File: src/mcu4_pkg.sv
// Purpose: Shared constants and carrier types for the 4-bit controller core
// Assumes: One instruction cycle per enabled mclk edge
// Notes: Register offsets are byte addresses on the plain register port
package mcu4_pkg;
    // Register port map
    localparam logic [7:0] CTRL_OFS = 8'h00;
    localparam logic [7:0] STAT_OFS = 8'h04;
    localparam int CTRL_RUN_POS = 0;
    localparam logic CTRL_RUN_RST = 1'b1;
    localparam int STAT_SKIP_POS = 0;
    localparam int STAT_C_POS = 1;
    localparam int STAT_A_POS = 4;
    localparam int STAT_B_POS = 8;
    localparam int STAT_PC_POS = 16;
    // Sizes and reset values
    localparam int TB_BITS = 10;
    localparam logic [9:0] PC_RST = 10'h000;
    localparam logic [3:0] ADT_TEN = 4'ha;
    localparam logic [1:0] PAGE_TWO_CALL_PAGE_HI = 2'b10;
    localparam logic [2:0] PAGE23 = 3'b001;
    // First-byte opcodes; LDD and PFX take a second byte
    localparam logic [7:0] OP_CLRA = 8'h00, OP_XOR = 8'h02, OP_INVERTED_SUM_SKIP = 8'h10, OP_XABR = 8'h12;
    localparam logic [7:0] OP_SKC = 8'h20, OP_SKE = 8'h21, OP_SC = 8'h22, OP_LDD = 8'h23;
    localparam logic [7:0] OP_ASC = 8'h30, OP_ADD = 8'h31, OP_RC = 8'h32, OP_PFX = 8'h33;
    localparam logic [7:0] OP_COMP = 8'h40, OP_SKT = 8'h41, OP_RET = 8'h48, OP_EXIT_AND_SKIP = 8'h49;
    localparam logic [7:0] OP_ADT = 8'h4a, OP_CBA = 8'h4e, OP_XAS = 8'h4f, OP_CAB = 8'h50;
    localparam logic [7:0] OP_TABLE_LOAD_TO_OUTPUT_LATCH = 8'hbf, OP_JID = 8'hff;
    // Second bytes after the prefix
    localparam logic [7:0] P2_SKGZ = 8'h21, P2_ININ = 8'h28, P2_LATCH_INPUT_READ = 8'h29, P2_ING = 8'h2a;
    localparam logic [7:0] P2_CQMA = 8'h2c, P2_INL = 8'h2e, P2_OMC = 8'h3a, P2_CAMQ = 8'h3c;
    localparam logic [7:0] P2_OBD = 8'h3e;
    typedef enum logic [2:0] {
        S_FETCH = 3'b001,
        S_SECOND = 3'b010,
        S_IND = 3'b100
    } state_t;
    typedef struct packed {
        logic [7:0] addr;
        logic [31:0] wdata;
        logic wr;
        logic rd;
    } reg_req_t;
    typedef struct packed {
        state_t st;
        logic [9:0] pc;
        logic [9:0] rom_addr;
        logic [3:0] a;
        logic c;
        logic [5:0] b;
        logic [9:0] sa;
        logic [9:0] sb;
        logic [9:0] sc;
        logic [7:0] op;
        logic [7:0] q;
        logic [3:0] d;
        logic [3:0] g;
        logic [3:0] en;
        logic [3:0] serial_shift_counter;
        logic clock_gate_latch;
        logic skip;
        logic sk2;
        logic pointer_load_immediate;
        logic tovf;
        logic [9:0] tb;
        logic [1:0] il;
        logic [1:0] inp;
        logic run;
        logic [31:0] rdata;
        logic [63:0][3:0] ram;
    } core_t;
endpackage

File: src/mcu4_core.sv
// Purpose: Instruction decode and execute for a 4-bit controller
// Assumes: rom_data answers rom_addr within the same cycle; inputs synchronous
// Notes: One instruction cycle per mclk edge while ce and the run bit are high
// Operation
// - carry_sum_skip adds A, C, RAM; skips on carry
// - immediate_sum_skip adds immediate, skips on carry
// - inverted_sum_skip adds complement A, RAM, C
// - Plain accumulator operations never skip, keep carry
// - indirect_jump loads low eight counter bits from ROM
// - jump_in_page replaces low six counter bits, seven in pages 2-3
// - page_two_call pushes, jumps into page two, or page ten when the next address has bit 9 set
// - subroutine_exit pops stack; exit_and_skip also skips
// - direct_load and direct_swap use explicit RAM address
// - store_immediate_bump writes immediate, increments digit_pointer
// - swap_decrement swaps, decrements, skips past zero
// - swap_increment swaps, increments, skips past fifteen
// - pointer_load_immediate single byte or prefixed form
// - Consecutive pointer_load_immediate after first are skipped
// - function_latch_load copies immediate into function latch
// - Bit tests skip when RAM or port bit zero
// - timer_overflow_skip skips on overflow, clears it
// - latch_input_read packs latches and clock pin into A
// - l_port_read splits port into RAM and A
// - digit_to_output_port copies digit_pointer to the D output port
// - serial_swap swaps A and register, carry to gate
// - Skipped instruction spends one cycle per byte
// - indirect_jump and table load take two cycles
// - Ten-bit time base divides by 1024, latches overflow
// - latch_input_read clears the falling_edge_latches
//
// Added by the designer: strobed register access and the register offsets.
`timescale 1ns/1ns
module mcu4_core #(
    parameter int TB_WIDTH = mcu4_pkg::TB_BITS
) (
    input wire logic mclk,
    input wire logic srst,
    input wire logic ce,
    input wire mcu4_pkg::reg_req_t bus_req,
    output logic [31:0] rdata,
    input wire logic [7:0] rom_data,
    output logic [9:0] rom_addr,
    input wire logic [3:0] in_pins,
    input wire logic cko_in,
    input wire logic [3:0] g_in,
    input wire logic [7:0] l_in,
    output logic [3:0] d_out,
    output logic [3:0] g_out,
    output logic [7:0] q_out,
    output logic [3:0] en_out,
    output logic sk_out
);
    import mcu4_pkg::*;

    core_t r_ff;
    core_t nxt_r;
    logic [TB_WIDTH-1:0] tb_ff;
    logic [TB_WIDTH-1:0] nxt_tb;
    logic go;
    logic ex1;
    logic [3:0] m;

    // Bit set/reset decode: {valid, set, bit}
    function automatic logic [3:0] bit_op(input logic [7:0] op);
        case (op)
            8'h4c: bit_op = 4'b1000;
            8'h45: bit_op = 4'b1001;
            8'h42: bit_op = 4'b1010;
            8'h43: bit_op = 4'b1011;
            8'h4d: bit_op = 4'b1100;
            8'h47: bit_op = 4'b1101;
            8'h46: bit_op = 4'b1110;
            8'h4b: bit_op = 4'b1111;
            default: bit_op = 4'b0000;
        endcase
    endfunction

    // Bit index of the test encodings 01/11/03/13
    function automatic logic [1:0] test_bit(input logic [7:0] op);
        test_bit = {op[1], op[4]};
    endfunction

    assign go = ce && r_ff.run;
    // Reset edge excluded, the core does not execute the byte seen there
    assign ex1 = go && !srst && r_ff.st == S_FETCH && !r_ff.skip;
    assign m = r_ff.ram[r_ff.b];

    // Next-state logic for the whole core
    always_comb begin
        logic [9:0] p1;
        logic [4:0] sum;
        logic [5:0] waddr;
        logic [3:0] wval;
        logic we;
        logic [7:0] op;
        logic [7:0] b2;
        logic [3:0] bo;
        logic is_lbi;
        logic il_clr;
        p1 = r_ff.pc + 10'h001;
        sum = 5'h00;
        waddr = r_ff.b;
        wval = 4'h0;
        we = 1'b0;
        op = rom_data;
        b2 = rom_data;
        bo = bit_op(rom_data);
        is_lbi = rom_data[7:6] == 2'b00 && rom_data[3];
        il_clr = 1'b0;
        nxt_r = r_ff;
        nxt_tb = tb_ff;
        if (ce) begin
            // Read data stands only in the enabled cycle after the strobe
            nxt_r.rdata = 32'h0000_0000;
            if (bus_req.rd && bus_req.addr == CTRL_OFS) begin
                nxt_r.rdata[CTRL_RUN_POS] = r_ff.run;
            end else if (bus_req.rd && bus_req.addr == STAT_OFS) begin
                nxt_r.rdata[STAT_SKIP_POS] = r_ff.skip;
                nxt_r.rdata[STAT_C_POS] = r_ff.c;
                nxt_r.rdata[STAT_A_POS +: 4] = r_ff.a;
                nxt_r.rdata[STAT_B_POS +: 6] = r_ff.b;
                nxt_r.rdata[STAT_PC_POS +: 10] = r_ff.pc;
            end
            if (bus_req.wr && bus_req.addr == CTRL_OFS) begin
                nxt_r.run = bus_req.wdata[CTRL_RUN_POS];
            end
        end
        if (go) begin
            // Time base runs every instruction cycle
            nxt_tb = tb_ff + 1'b1;
            nxt_r.inp = {in_pins[3], in_pins[0]};
            case (r_ff.st)
                S_FETCH: begin
                    nxt_r.pc = p1;
                    nxt_r.rom_addr = p1;
                    nxt_r.op = op;
                    nxt_r.skip = 1'b0;
                    if (op == OP_PFX || op == OP_LDD || op[7:4] == 4'h6) begin
                        // Second byte is fetched even when skipped
                        nxt_r.st = S_SECOND;
                        nxt_r.sk2 = r_ff.skip;
                    end else if (r_ff.skip || (r_ff.pointer_load_immediate && is_lbi)) begin
                        nxt_r.pointer_load_immediate = r_ff.pointer_load_immediate && is_lbi;
                    end else begin
                        nxt_r.pointer_load_immediate = is_lbi;
                        case (op)
                            OP_CLRA: nxt_r.a = 4'h0;
                            OP_XOR: nxt_r.a = r_ff.a ^ m;
                            OP_COMP: nxt_r.a = ~r_ff.a;
                            OP_ADD: nxt_r.a = r_ff.a + m;
                            OP_ADT: nxt_r.a = r_ff.a + ADT_TEN;
                            OP_ASC, OP_INVERTED_SUM_SKIP: begin
                                sum = {1'b0, op == OP_INVERTED_SUM_SKIP ? ~r_ff.a : r_ff.a} + {1'b0, m} + {4'h0, r_ff.c};
                                nxt_r.a = sum[3:0];
                                nxt_r.c = sum[4];
                                nxt_r.skip = sum[4];
                            end
                            OP_XABR: begin
                                nxt_r.a = {2'b00, r_ff.b[5:4]};
                                nxt_r.b[5:4] = r_ff.a[1:0];
                            end
                            OP_SKC: nxt_r.skip = r_ff.c;
                            OP_SKE: nxt_r.skip = r_ff.a == m;
                            OP_SC: nxt_r.c = 1'b1;
                            OP_RC: nxt_r.c = 1'b0;
                            OP_SKT: begin
                                nxt_r.skip = r_ff.tovf;
                                nxt_r.tovf = 1'b0;
                            end
                            OP_RET, OP_EXIT_AND_SKIP: begin
                                nxt_r.pc = r_ff.sa;
                                nxt_r.rom_addr = r_ff.sa;
                                nxt_r.sa = r_ff.sb;
                                nxt_r.sb = r_ff.sc;
                                nxt_r.skip = op == OP_EXIT_AND_SKIP;
                            end
                            OP_CBA: nxt_r.a = r_ff.b[3:0];
                            OP_CAB: nxt_r.b[3:0] = r_ff.a;
                            OP_XAS: begin
                                nxt_r.a = r_ff.serial_shift_counter;
                                nxt_r.serial_shift_counter = r_ff.a;
                                nxt_r.clock_gate_latch = r_ff.c;
                            end
                            OP_JID, OP_TABLE_LOAD_TO_OUTPUT_LATCH: begin
                                // Page bits come from the incremented counter
                                nxt_r.rom_addr = {p1[9:8], r_ff.a, m};
                                nxt_r.st = S_IND;
                                if (op == OP_TABLE_LOAD_TO_OUTPUT_LATCH) begin
                                    nxt_r.sc = r_ff.sb;
                                end
                            end
                            default: begin
                                if (is_lbi) begin
                                    nxt_r.b = {op[5:4], op[3:0] + 4'h1};
                                end else if (op[7:6] == 2'b00 && op[3:2] == 2'b01) begin
                                    nxt_r.a = m;
                                    nxt_r.b[5:4] = r_ff.b[5:4] ^ op[5:4];
                                    if (op[1:0] != 2'b01) begin
                                        we = 1'b1;
                                        wval = r_ff.a;
                                    end
                                    if (op[1:0] == 2'b11) begin
                                        nxt_r.b[3:0] = r_ff.b[3:0] - 4'h1;
                                        nxt_r.skip = r_ff.b[3:0] == 4'h0;
                                    end else if (op[1:0] == 2'b00) begin
                                        nxt_r.b[3:0] = r_ff.b[3:0] + 4'h1;
                                        nxt_r.skip = r_ff.b[3:0] == 4'hf;
                                    end
                                end else if (op[7:5] == 3'b000 && op[3:2] == 2'b00 && op[0]) begin
                                    nxt_r.skip = !m[test_bit(op)];
                                end else if (op[7:4] == 4'h5) begin
                                    sum = {1'b0, r_ff.a} + {1'b0, op[3:0]};
                                    nxt_r.a = sum[3:0];
                                    nxt_r.skip = sum[4];
                                end else if (op[7:4] == 4'h7) begin
                                    we = 1'b1;
                                    wval = op[3:0];
                                    nxt_r.b[3:0] = r_ff.b[3:0] + 4'h1;
                                end else if (bo[3]) begin
                                    we = 1'b1;
                                    wval = m;
                                    wval[bo[1:0]] = bo[2];
                                end else if (op[7] && p1[9:7] == PAGE23) begin
                                    nxt_r.pc[6:0] = op[6:0];
                                    nxt_r.rom_addr = {p1[9:7], op[6:0]};
                                end else if (op[7:6] == 2'b11) begin
                                    nxt_r.pc[5:0] = op[5:0];
                                    nxt_r.rom_addr = {p1[9:6], op[5:0]};
                                end else if (op[7:6] == 2'b10) begin
                                    nxt_r.sa = p1;
                                    nxt_r.sb = r_ff.sa;
                                    nxt_r.sc = r_ff.sb;
                                    nxt_r.pc = {p1[9], 1'b0, PAGE_TWO_CALL_PAGE_HI, op[5:0]};
                                    nxt_r.rom_addr = {p1[9], 1'b0, PAGE_TWO_CALL_PAGE_HI, op[5:0]};
                                end
                            end
                        endcase
                    end
                end
                S_SECOND: begin
                    nxt_r.st = S_FETCH;
                    nxt_r.pc = p1;
                    nxt_r.rom_addr = p1;
                    if (r_ff.sk2 || (r_ff.pointer_load_immediate && r_ff.op == OP_PFX && b2[7:6] == 2'b10)) begin
                        nxt_r.pointer_load_immediate = r_ff.pointer_load_immediate && r_ff.op == OP_PFX && b2[7:6] == 2'b10;
                    end else if (r_ff.op == OP_LDD) begin
                        nxt_r.pointer_load_immediate = 1'b0;
                        nxt_r.a = r_ff.ram[b2[5:0]];
                        if (b2[7]) begin
                            we = 1'b1;
                            waddr = b2[5:0];
                            wval = r_ff.a;
                        end
                    end else if (r_ff.op[7:4] == 4'h6) begin
                        nxt_r.pointer_load_immediate = 1'b0;
                        nxt_r.pc = {r_ff.op[1:0], b2};
                        nxt_r.rom_addr = {r_ff.op[1:0], b2};
                        if (r_ff.op[3]) begin
                            nxt_r.sa = p1;
                            nxt_r.sb = r_ff.sa;
                            nxt_r.sc = r_ff.sb;
                        end
                    end else begin
                        nxt_r.pointer_load_immediate = b2[7:6] == 2'b10;
                        case (b2)
                            P2_CAMQ: nxt_r.q = {r_ff.a, m};
                            P2_CQMA: begin
                                we = 1'b1;
                                wval = r_ff.q[7:4];
                                nxt_r.a = r_ff.q[3:0];
                            end
                            P2_SKGZ: nxt_r.skip = g_in == 4'h0;
                            P2_ING: nxt_r.a = g_in;
                            P2_ININ: nxt_r.a = in_pins;
                            P2_LATCH_INPUT_READ: begin
                                nxt_r.a = {r_ff.il[1], cko_in, 1'b0, r_ff.il[0]};
                                il_clr = 1'b1;
                            end
                            P2_INL: begin
                                we = 1'b1;
                                wval = l_in[7:4];
                                nxt_r.a = l_in[3:0];
                            end
                            P2_OBD: nxt_r.d = r_ff.b[3:0];
                            P2_OMC: nxt_r.g = m;
                            default: begin
                                if (b2[7:4] == 4'h6) begin
                                    nxt_r.en = b2[3:0];
                                end else if (b2[7:4] == 4'h5) begin
                                    nxt_r.g = b2[3:0];
                                end else if (b2[7:6] == 2'b10) begin
                                    nxt_r.b = b2[5:0];
                                end else if (b2[7:5] == 3'b000 && b2[3:2] == 2'b00 && b2[0]) begin
                                    nxt_r.skip = !g_in[test_bit(b2)];
                                end
                            end
                        endcase
                    end
                end
                S_IND: begin
                    nxt_r.st = S_FETCH;
                    if (r_ff.op == OP_JID) begin
                        nxt_r.pc = {r_ff.pc[9:8], rom_data};
                        nxt_r.rom_addr = {r_ff.pc[9:8], rom_data};
                    end else begin
                        nxt_r.q = rom_data;
                        nxt_r.rom_addr = r_ff.pc;
                    end
                end
                default: nxt_r.st = S_FETCH;
            endcase
            if (we) begin
                nxt_r.ram[waddr] = wval;
            end
            // Event sets win over the instruction clears
            if (&tb_ff) begin
                nxt_r.tovf = 1'b1;
            end
            nxt_r.il = (il_clr ? 2'b00 : r_ff.il) | (r_ff.inp & ~{in_pins[3], in_pins[0]});
        end
        // RAM keeps its contents across reset
        if (srst) begin
            nxt_r = '0;
            nxt_r.ram = r_ff.ram;
            nxt_r.st = S_FETCH;
            nxt_r.pc = PC_RST;
            nxt_r.rom_addr = PC_RST;
            nxt_r.run = CTRL_RUN_RST;
            nxt_r.inp = 2'b11;
            nxt_tb = '0;
        end
    end

    // State register and time base register
    always_ff @(posedge mclk) begin
        r_ff <= nxt_r;
        tb_ff <= nxt_tb;
    end

    assign rdata = r_ff.rdata;
    assign rom_addr = r_ff.rom_addr;
    assign d_out = r_ff.d;
    assign g_out = r_ff.g;
    assign q_out = r_ff.q;
    assign en_out = r_ff.en;
    assign sk_out = r_ff.clock_gate_latch;
endmodule

File: config.mk
export PLATFORM = sky130hd
export DESIGN_NAME = mcu4_core
export DESIGN_NICKNAME = d
export VERILOG_FILES = /design/src/mcu4_pkg.sv /design/src/mcu4_core.sv
export SDC_FILE = /design/constraint.sdc
export NUM_CORES = 1
export LEC_CHECK = 0
export BUFFER_PORTS_ARGS = -buffer_cell sky130_fd_sc_hd__buf_2
export CAP_MARGIN = 20
export CORE_AREA = 2 2 195 197
export CTS_CLUSTER_DIAMETER = 30
export DETAILED_ROUTE_END_ITERATION = 8
export DIE_AREA = 0 0 197 199
export HOLD_SLACK_MARGIN = 0.12
export PLACE_DENSITY = 0.75
export RECOVER_POWER = 100
export SETUP_SLACK_MARGIN = 0.5
export SYNTH_ARGS = -nofsm -noshare
export SYNTH_HDL_FRONTEND = slang
export SYNTH_SLANG_ARGS = --single-unit
File: constraint.sdc
create_clock -name mclk -period 21.7 [get_ports mclk]
set_input_delay 3.255 -clock mclk [delete_from_list [all_inputs] [get_ports mclk]]
set_output_delay 3.255 -clock mclk [all_outputs]
set_load 0.05 [all_outputs]
=== Word level (Yosys, flattened, before mapping) ===
Cells that the tools add are included.

* Flip-flop bits (word level): 394
* Input bits: 70
* Output and inout port bits: 63
* Word-level logic and storage cells: 514

* Add/subtract/negate cells: 10
* Order comparisons: 7
* Equal/unequal tests: 113
* Multiplexer cells: 209
* Bitwise logic cells: 14
* Reductions and logical operators: 71

{| class="wikitable"
|+ Operators with widths
! kind !! count
|-
| $mux 20 || 22
|-
| $mux 34 || 9
|-
| $mux 30 || 9
|-
| $bwmux 256 || 1
|-
| $mux 24 || 10
|-
| $mux 4 || 45
|-
| $eq 8x6->1 const B || 18
|-
| $eq 8x7->1 const B || 16
|-
| $mux 36 || 2
|-
| $pmux 36 s2 || 1
|-
| $mux 6 || 11
|-
| $mux 64 || 1
|-
| $mux 61 || 1
|-
| $ne 5x4->1 const B || 12
|-
| $pmux 20 s3 || 1
|-
| $mux 1 || 50
|-
| $mux 10 || 5
|-
| $bmux 4 s6 || 2
|-
| $pmux 10 s2 || 2
|-
| $pmux 20 s2 || 1
|-
| $pmux 4 s10 || 1
|-
| $pmux 4 s2 || 5
|-
| $reduce_or 19->1 || 2
|-
| $ne 2x2->1 const B || 18
|-
| other kinds (90) || 179
|}

=== Longest topological paths before layout ===
* Word-level depth: 46
* Gate-level depth with buffers: 18
* Gate-level depth less buffers: 14

=== Worst setup path after synthesis ===
No wires, ideal clock.

* Kind: input -> register
* Start: input rom_data[1]
* End: register r_ff[103] in the netlist's numbering, data pin
* Arrival time: 8.936 ns
* Setup slack: 12.063 ns
* Stages on the path: 13
* Path through: buf_2 -> buf_2 -> buf_1 -> clkbuf_1 -> inv_1 -> ha_1 -> o21a_1 -> a22o_1 -> a2111o_1 -> nor3_4 -> nand3_1 -> or3_1 -> o21ai_0

* Longest elaborated chain between the ends: 19

{| class="wikitable"
|+ Ends and longest elaborated chain
! item !! line !! source
|-
| start: declaration || mcu4_core.sv:41 || <nowiki>input wire logic [7:0] rom_data,</nowiki>
|-
| $eq 8x7->1 || mcu4_core.sv:65 || <nowiki>case (op)</nowiki>
|-
| $pmux 4 s8 || mcu4_core.sv:65 ||
|-
| $lt 2x3->1 (not written as such) / $ge 2x1->1 (equally long branches) || mcu4_core.sv:222 || <nowiki>wval[bo[1:0]] = bo[2];</nowiki>
|-
| $logic_and 1x1->1 (not written as such) || mcu4_core.sv:222 ||
|-
| $mux 1 (not written as such) || mcu4_core.sv:222 ||
|-
| $demux 1 s2 || mcu4_core.sv:222 ||
|-
| $bwmux 4 || mcu4_core.sv:222 ||
|-
| $mux 4 || mcu4_core.sv:219 || <nowiki>end else if (bo[3]) begin</nowiki>
|-
| [3 not listed] || - ||
|-
| $mux 4 || mcu4_core.sv:195 || <nowiki>end else if (op[7:6] == 2'b00 && op[3:2] == 2'b01) begin</nowiki>
|-
| $mux 4 || mcu4_core.sv:193 || <nowiki>if (is_lbi) begin</nowiki>
|-
| $mux 4 || mcu4_core.sv:146 || <nowiki>case (op)</nowiki>
|-
| $mux 4 || mcu4_core.sv:142 || <nowiki>end else if (r_ff.skip || (r_ff.pointer_load_immediate && is_lbi)) begin</nowiki>
|-
| $mux 4 || mcu4_core.sv:138 || <nowiki>if (op == OP_PFX || op == OP_LDD || op[7:4] == 4'h6) begin</nowiki>
|-
| $pmux 4 s2 || mcu4_core.sv:132 || <nowiki>case (r_ff.st)</nowiki>
|-
| $mux 4 || mcu4_core.sv:128 || <nowiki>if (go) begin</nowiki>
|-
| $bwmux 256 * || mcu4_core.sv:313 || <nowiki>nxt_r.ram[waddr] = wval;</nowiki>
|-
| end signal: assignment || mcu4_core.sv:336 || <nowiki>r_ff <= nxt_r;</nowiki>
|-
| end: declaration || mcu4_core.sv:55 || <nowiki>core_t r_ff;</nowiki>
|}

Every way passes the cells marked *; elsewhere a longest branch is shown, timed or not. The select of a mux whose other input is x is not followed.
A chain may end at the register's enable or synchronous reset.

=== Final worst setup path ===
* Start: input rom_data[0]
* End: register r_ff[41] in the netlist's numbering, enable pin

* Longest elaborated chain between the ends: 14

{| class="wikitable"
|+ Ends and longest elaborated chain
! item !! line !! source
|-
| $eq 8x7->1 || mcu4_core.sv:65 ||
|-
| $pmux 4 s8 || mcu4_core.sv:65 ||
|-
| $mux 1 || mcu4_core.sv:219 ||
|-
| $mux 1 || mcu4_core.sv:215 || <nowiki>end else if (op[7:4] == 4'h7) begin</nowiki>
|-
| $mux 1 || mcu4_core.sv:211 || <nowiki>end else if (op[7:4] == 4'h5) begin</nowiki>
|-
| $mux 1 || mcu4_core.sv:209 || <nowiki>end else if (op[7:5] == 3'b000 && op[3:2] == 2'b00 && op[0]) begin</nowiki>
|-
| $mux 1 || mcu4_core.sv:195 ||
|-
| $mux 1 || mcu4_core.sv:193 ||
|-
| $mux 1 || mcu4_core.sv:146 ||
|-
| $mux 1 || mcu4_core.sv:142 ||
|-
| $mux 1 || mcu4_core.sv:138 ||
|-
| $pmux 1 s2 * || mcu4_core.sv:132 ||
|-
| $mux 1 * || mcu4_core.sv:128 ||
|-
| $reduce_and 3->1 (no line) * || - ||
|}

Marks and branches as above.

==> flow_summary.json <==
{
  "ir_worst_vdd_mv": 0.0835,
  "port_buffers": 91,
  "synth_top_family_by_area": "multiplexers",
  "whs_ps": 469,
  "clockBufferDepth": 3,
  "worst-setup-path-type": "in2reg",
  "grt_max_degree": 69,
  "ys_ff_latch": 394,
  "power_frac_comb_pct": 11.5,
  "grt_pass1_vias": 16800,
  "p_int_w": 0.00178,
  "synth_edf_count": 256,
  "synthAdderAreaFrac_pct": 1.50,
  "htree_num_levels": 3,
  "drive_above_1_share_pct": 19.7,
  "ys_async_sr_fraction_pct": 0,
  "area_growth_pct": 13.9,
  "finalSetupViolCount": 0,
  "final_cell_mix": "edfxtp_1 (256), nor2_1 (208), dfxtp_1 (136)",
  "grt_use_total_pct": 34.6,
  "cts-root-buf": "clkbuf_16",
  "yosys.area_share.simple_pct": 12.7,
  "ios": 133,
  "drt_iter0_drc": 2398,
  "nets": 2023,
  "worstPathArrival_ps": 14210,
  "drtPass1Iterations": 7,
  "start_util_pct": 59.2,
  "avgSynthCellArea_um2": 11.4,
  "status": "finished with violations",
  "synth_xor_area_share_pct": 1.28,
  "hpwl_um": 42700,
  "holdBufCountCts": 0,
  "avgViaCountPerCell": 7.08,
  "violations": "capacitance limit, slew limit",
  "wl_um": 67800,
  "cts_resized": 0,
  "cts_buffers": 81,
  "drv_slew": 379,
  "powerDensity_nw_per_um2": 95.8,
  "crit_path_end_kind": "register",
  "p_clk_share_pct": 54.0,
  "nFillCells": 2614,
  "gp_congestion": 0.993,
  "cp-start-kind": "primary input",
  "p_sw_w": 0.000615,
  "setup_tns_ps": 0,
  "rsz0062_at_grt": "false",
  "grt_pass1_wl_um": 102000,
  "hold_violations": 0,
  "cts.sinks": 394,
  "cts.clk_slew.worst_paths_ps": 40,
  "power.share.switching_pct": 25.7,
  "fin_worst_skew_ps": 26.1,
  "slew_headroom_pct": -142,
  "fin_crit_ps": 13950,
  "min_path_type": "reg2reg",
  "seqCellArea_um2": 10500,
  "antenna_found_initial": 1,
  "synth_area_um2": 22000,
  "multiInputGateArea_um2": 10300,
  "postRouteAntennaNets": 0,
  "cts_tree": "done",
  "leakage_nw": 8.76,
  "fmax_ghz": 0.0717,
  "cts_setup_buffers": 0,
  "dieArea_um2": 39200,
  "drc": 0,
  "die_w_um": 197,
  "ys_seq_area_share_pct": 47.6,
  "insertion_delay_ps": 600,
  "post_drt_wl_per_cell_um": 27.5,
  "vias": 17500,
  "syn_inst": 1924,
  "final_common_cell": "edfxtp_1",
  "synthMuxAreaShare_pct": 17.1,
  "synth.distinct_cells": 95,
  "core_um2": 37100,
  "cp_max_fo": 45,
  "pwr-share-seq_pct": 34.6,
  "synth-compound-area-share_pct": 14.2,
  "cap_violations": 8,
  "yosysWarnings": 0,
  "die_h_um": 199,
  "min_period_over_period_pct": 64.3,
  "ys.flop_type": "edfxtp_1",
  "grt_overflow": 0,
  "worst_pin_slew_ps": 3630,
  "fin_util_pct": 67.4,
  "rows": 71,
  "crit_required_ps": 21960
}
## worst max-delay path, cell delays in order
cell,delay [ps]
clkbuf_1,110
clkbuf_1,2270
clkbuf_1,2710
ha_1,850
nor3b_1,760
a21oi_1,130
o211ai_1,300
nor3_4,60
clkbuf_1,440
nor4b_1,310
o311ai_0,1730
or2_0,890
nor2_1,300
## power by group through the flow
stage                     combinational (W)  clock, W  sequential [W]
after floorplan                    0.000200         0        0.000827
after global placement             0.000259         0        0.000840
after detailed placement           0.000264         0        0.000841
after CTS                          0.000268   0.00130        0.000827
after global routing               0.000288   0.00134        0.000829
final                              0.000275   0.00129        0.000829
## per-layer routing
metal / track usage [%] / part of all wire (%) / up-vias
met5: 0.255 / 0 / -
met4: 18.5 / 5.5 / 0
met3: 8.43 / 11 / 274
met2: 55.4 / 46 / 1297
met1: 43.8 / 37 / 8501
li1: - / - / 7406
## worst paths after layout
kind | slack [ps] | start | cells past startpoint | to
setup / recovery | 7750 | rom_data[0] | 13 | r_ff[41]
hold / removal | 470 | r_ff[289] | 2 | r_ff[289]
setup reg to reg | 15190 | r_ff[371] | 10 | r_ff[38]
hold reg to reg | 470 | r_ff[289] | 2 | r_ff[289]
## synth_stat cells (10+ instances only)
cell        n  share of area [%]
clkbuf_1   89                1.5
nand4_1    14               0.40
nor2b_1    39                1.1
a31o_1     10               0.40
a22o_1     10               0.40
a211oi_1   29               0.99
a21oi_1   123                2.8
and3_1     12               0.34
a22oi_1    28               0.96
buf_1      20               0.34
nand3_1    53                1.2
xor2_1     21               0.84
a31oi_1    13               0.37
nor2_1    208                3.6
o211ai_1   13               0.44
ha_1       20                1.1
dfxtp_1   138                 13
o221ai_1   12               0.48
mux4_2    132                 14
buf_2      45                1.0
buf_4      67                2.3
xnor2_1    11               0.44
o21ai_0    72                1.6
mux2_2     18               0.92
mux2i_1    58                2.6
o31ai_1    17               0.58
edfxtp_1  256                 35
a21o_1     13               0.44
nand2_1   115                2.0
nor3_1     23               0.52
nand2b_1   16               0.46
a221oi_1   23               0.92
inv_1      19               0.32
## cells by family (layout without fill, tap and decap cells)
family                     Yosys count  after routing
and+or+nand+nor                    565            565
AOI/OAI and AO/OA                  454            454
DFF                                394            394
buffers and inverters              246            306
muxes                              208            208
xor gates and xnor gates            32             32
adders and majority gates           24             24
other                                1             11
## metrics by stage
stage	total power (W)	cells	worst slack (ps)	area [µm²]
after floorplan	0.00103	1933	12060	22000
after global placement	0.00110	2317	12980	22300
after detailed placement	0.00110	2317	12920	22300
after CTS	0.00240	2464	13500	25100
after global routing	0.00246	2467	6990	25000
final	0.00240	2468	7750	25000
## state kept, by name, indices dropped and copies added (netlist names)
name / flops
rom_addr: 10
en_out: 4
r_ff: 331
q_out: 8
rdata: 22
g_out: 4
sk_out: 1
d_out: 4
tb_ff: 10
## layout make-up
class                      instances  area share (%)
tap                              474            2.37
sequential                       394            41.8
clock inverter                    47            2.38
antenna                            1          0.0100
clock buffer                     100            9.05
timing repair buffer             137            2.84
inverter                          22           0.330
multi-input combinational       1293            41.2
Power figures use the tool's default switching activity.
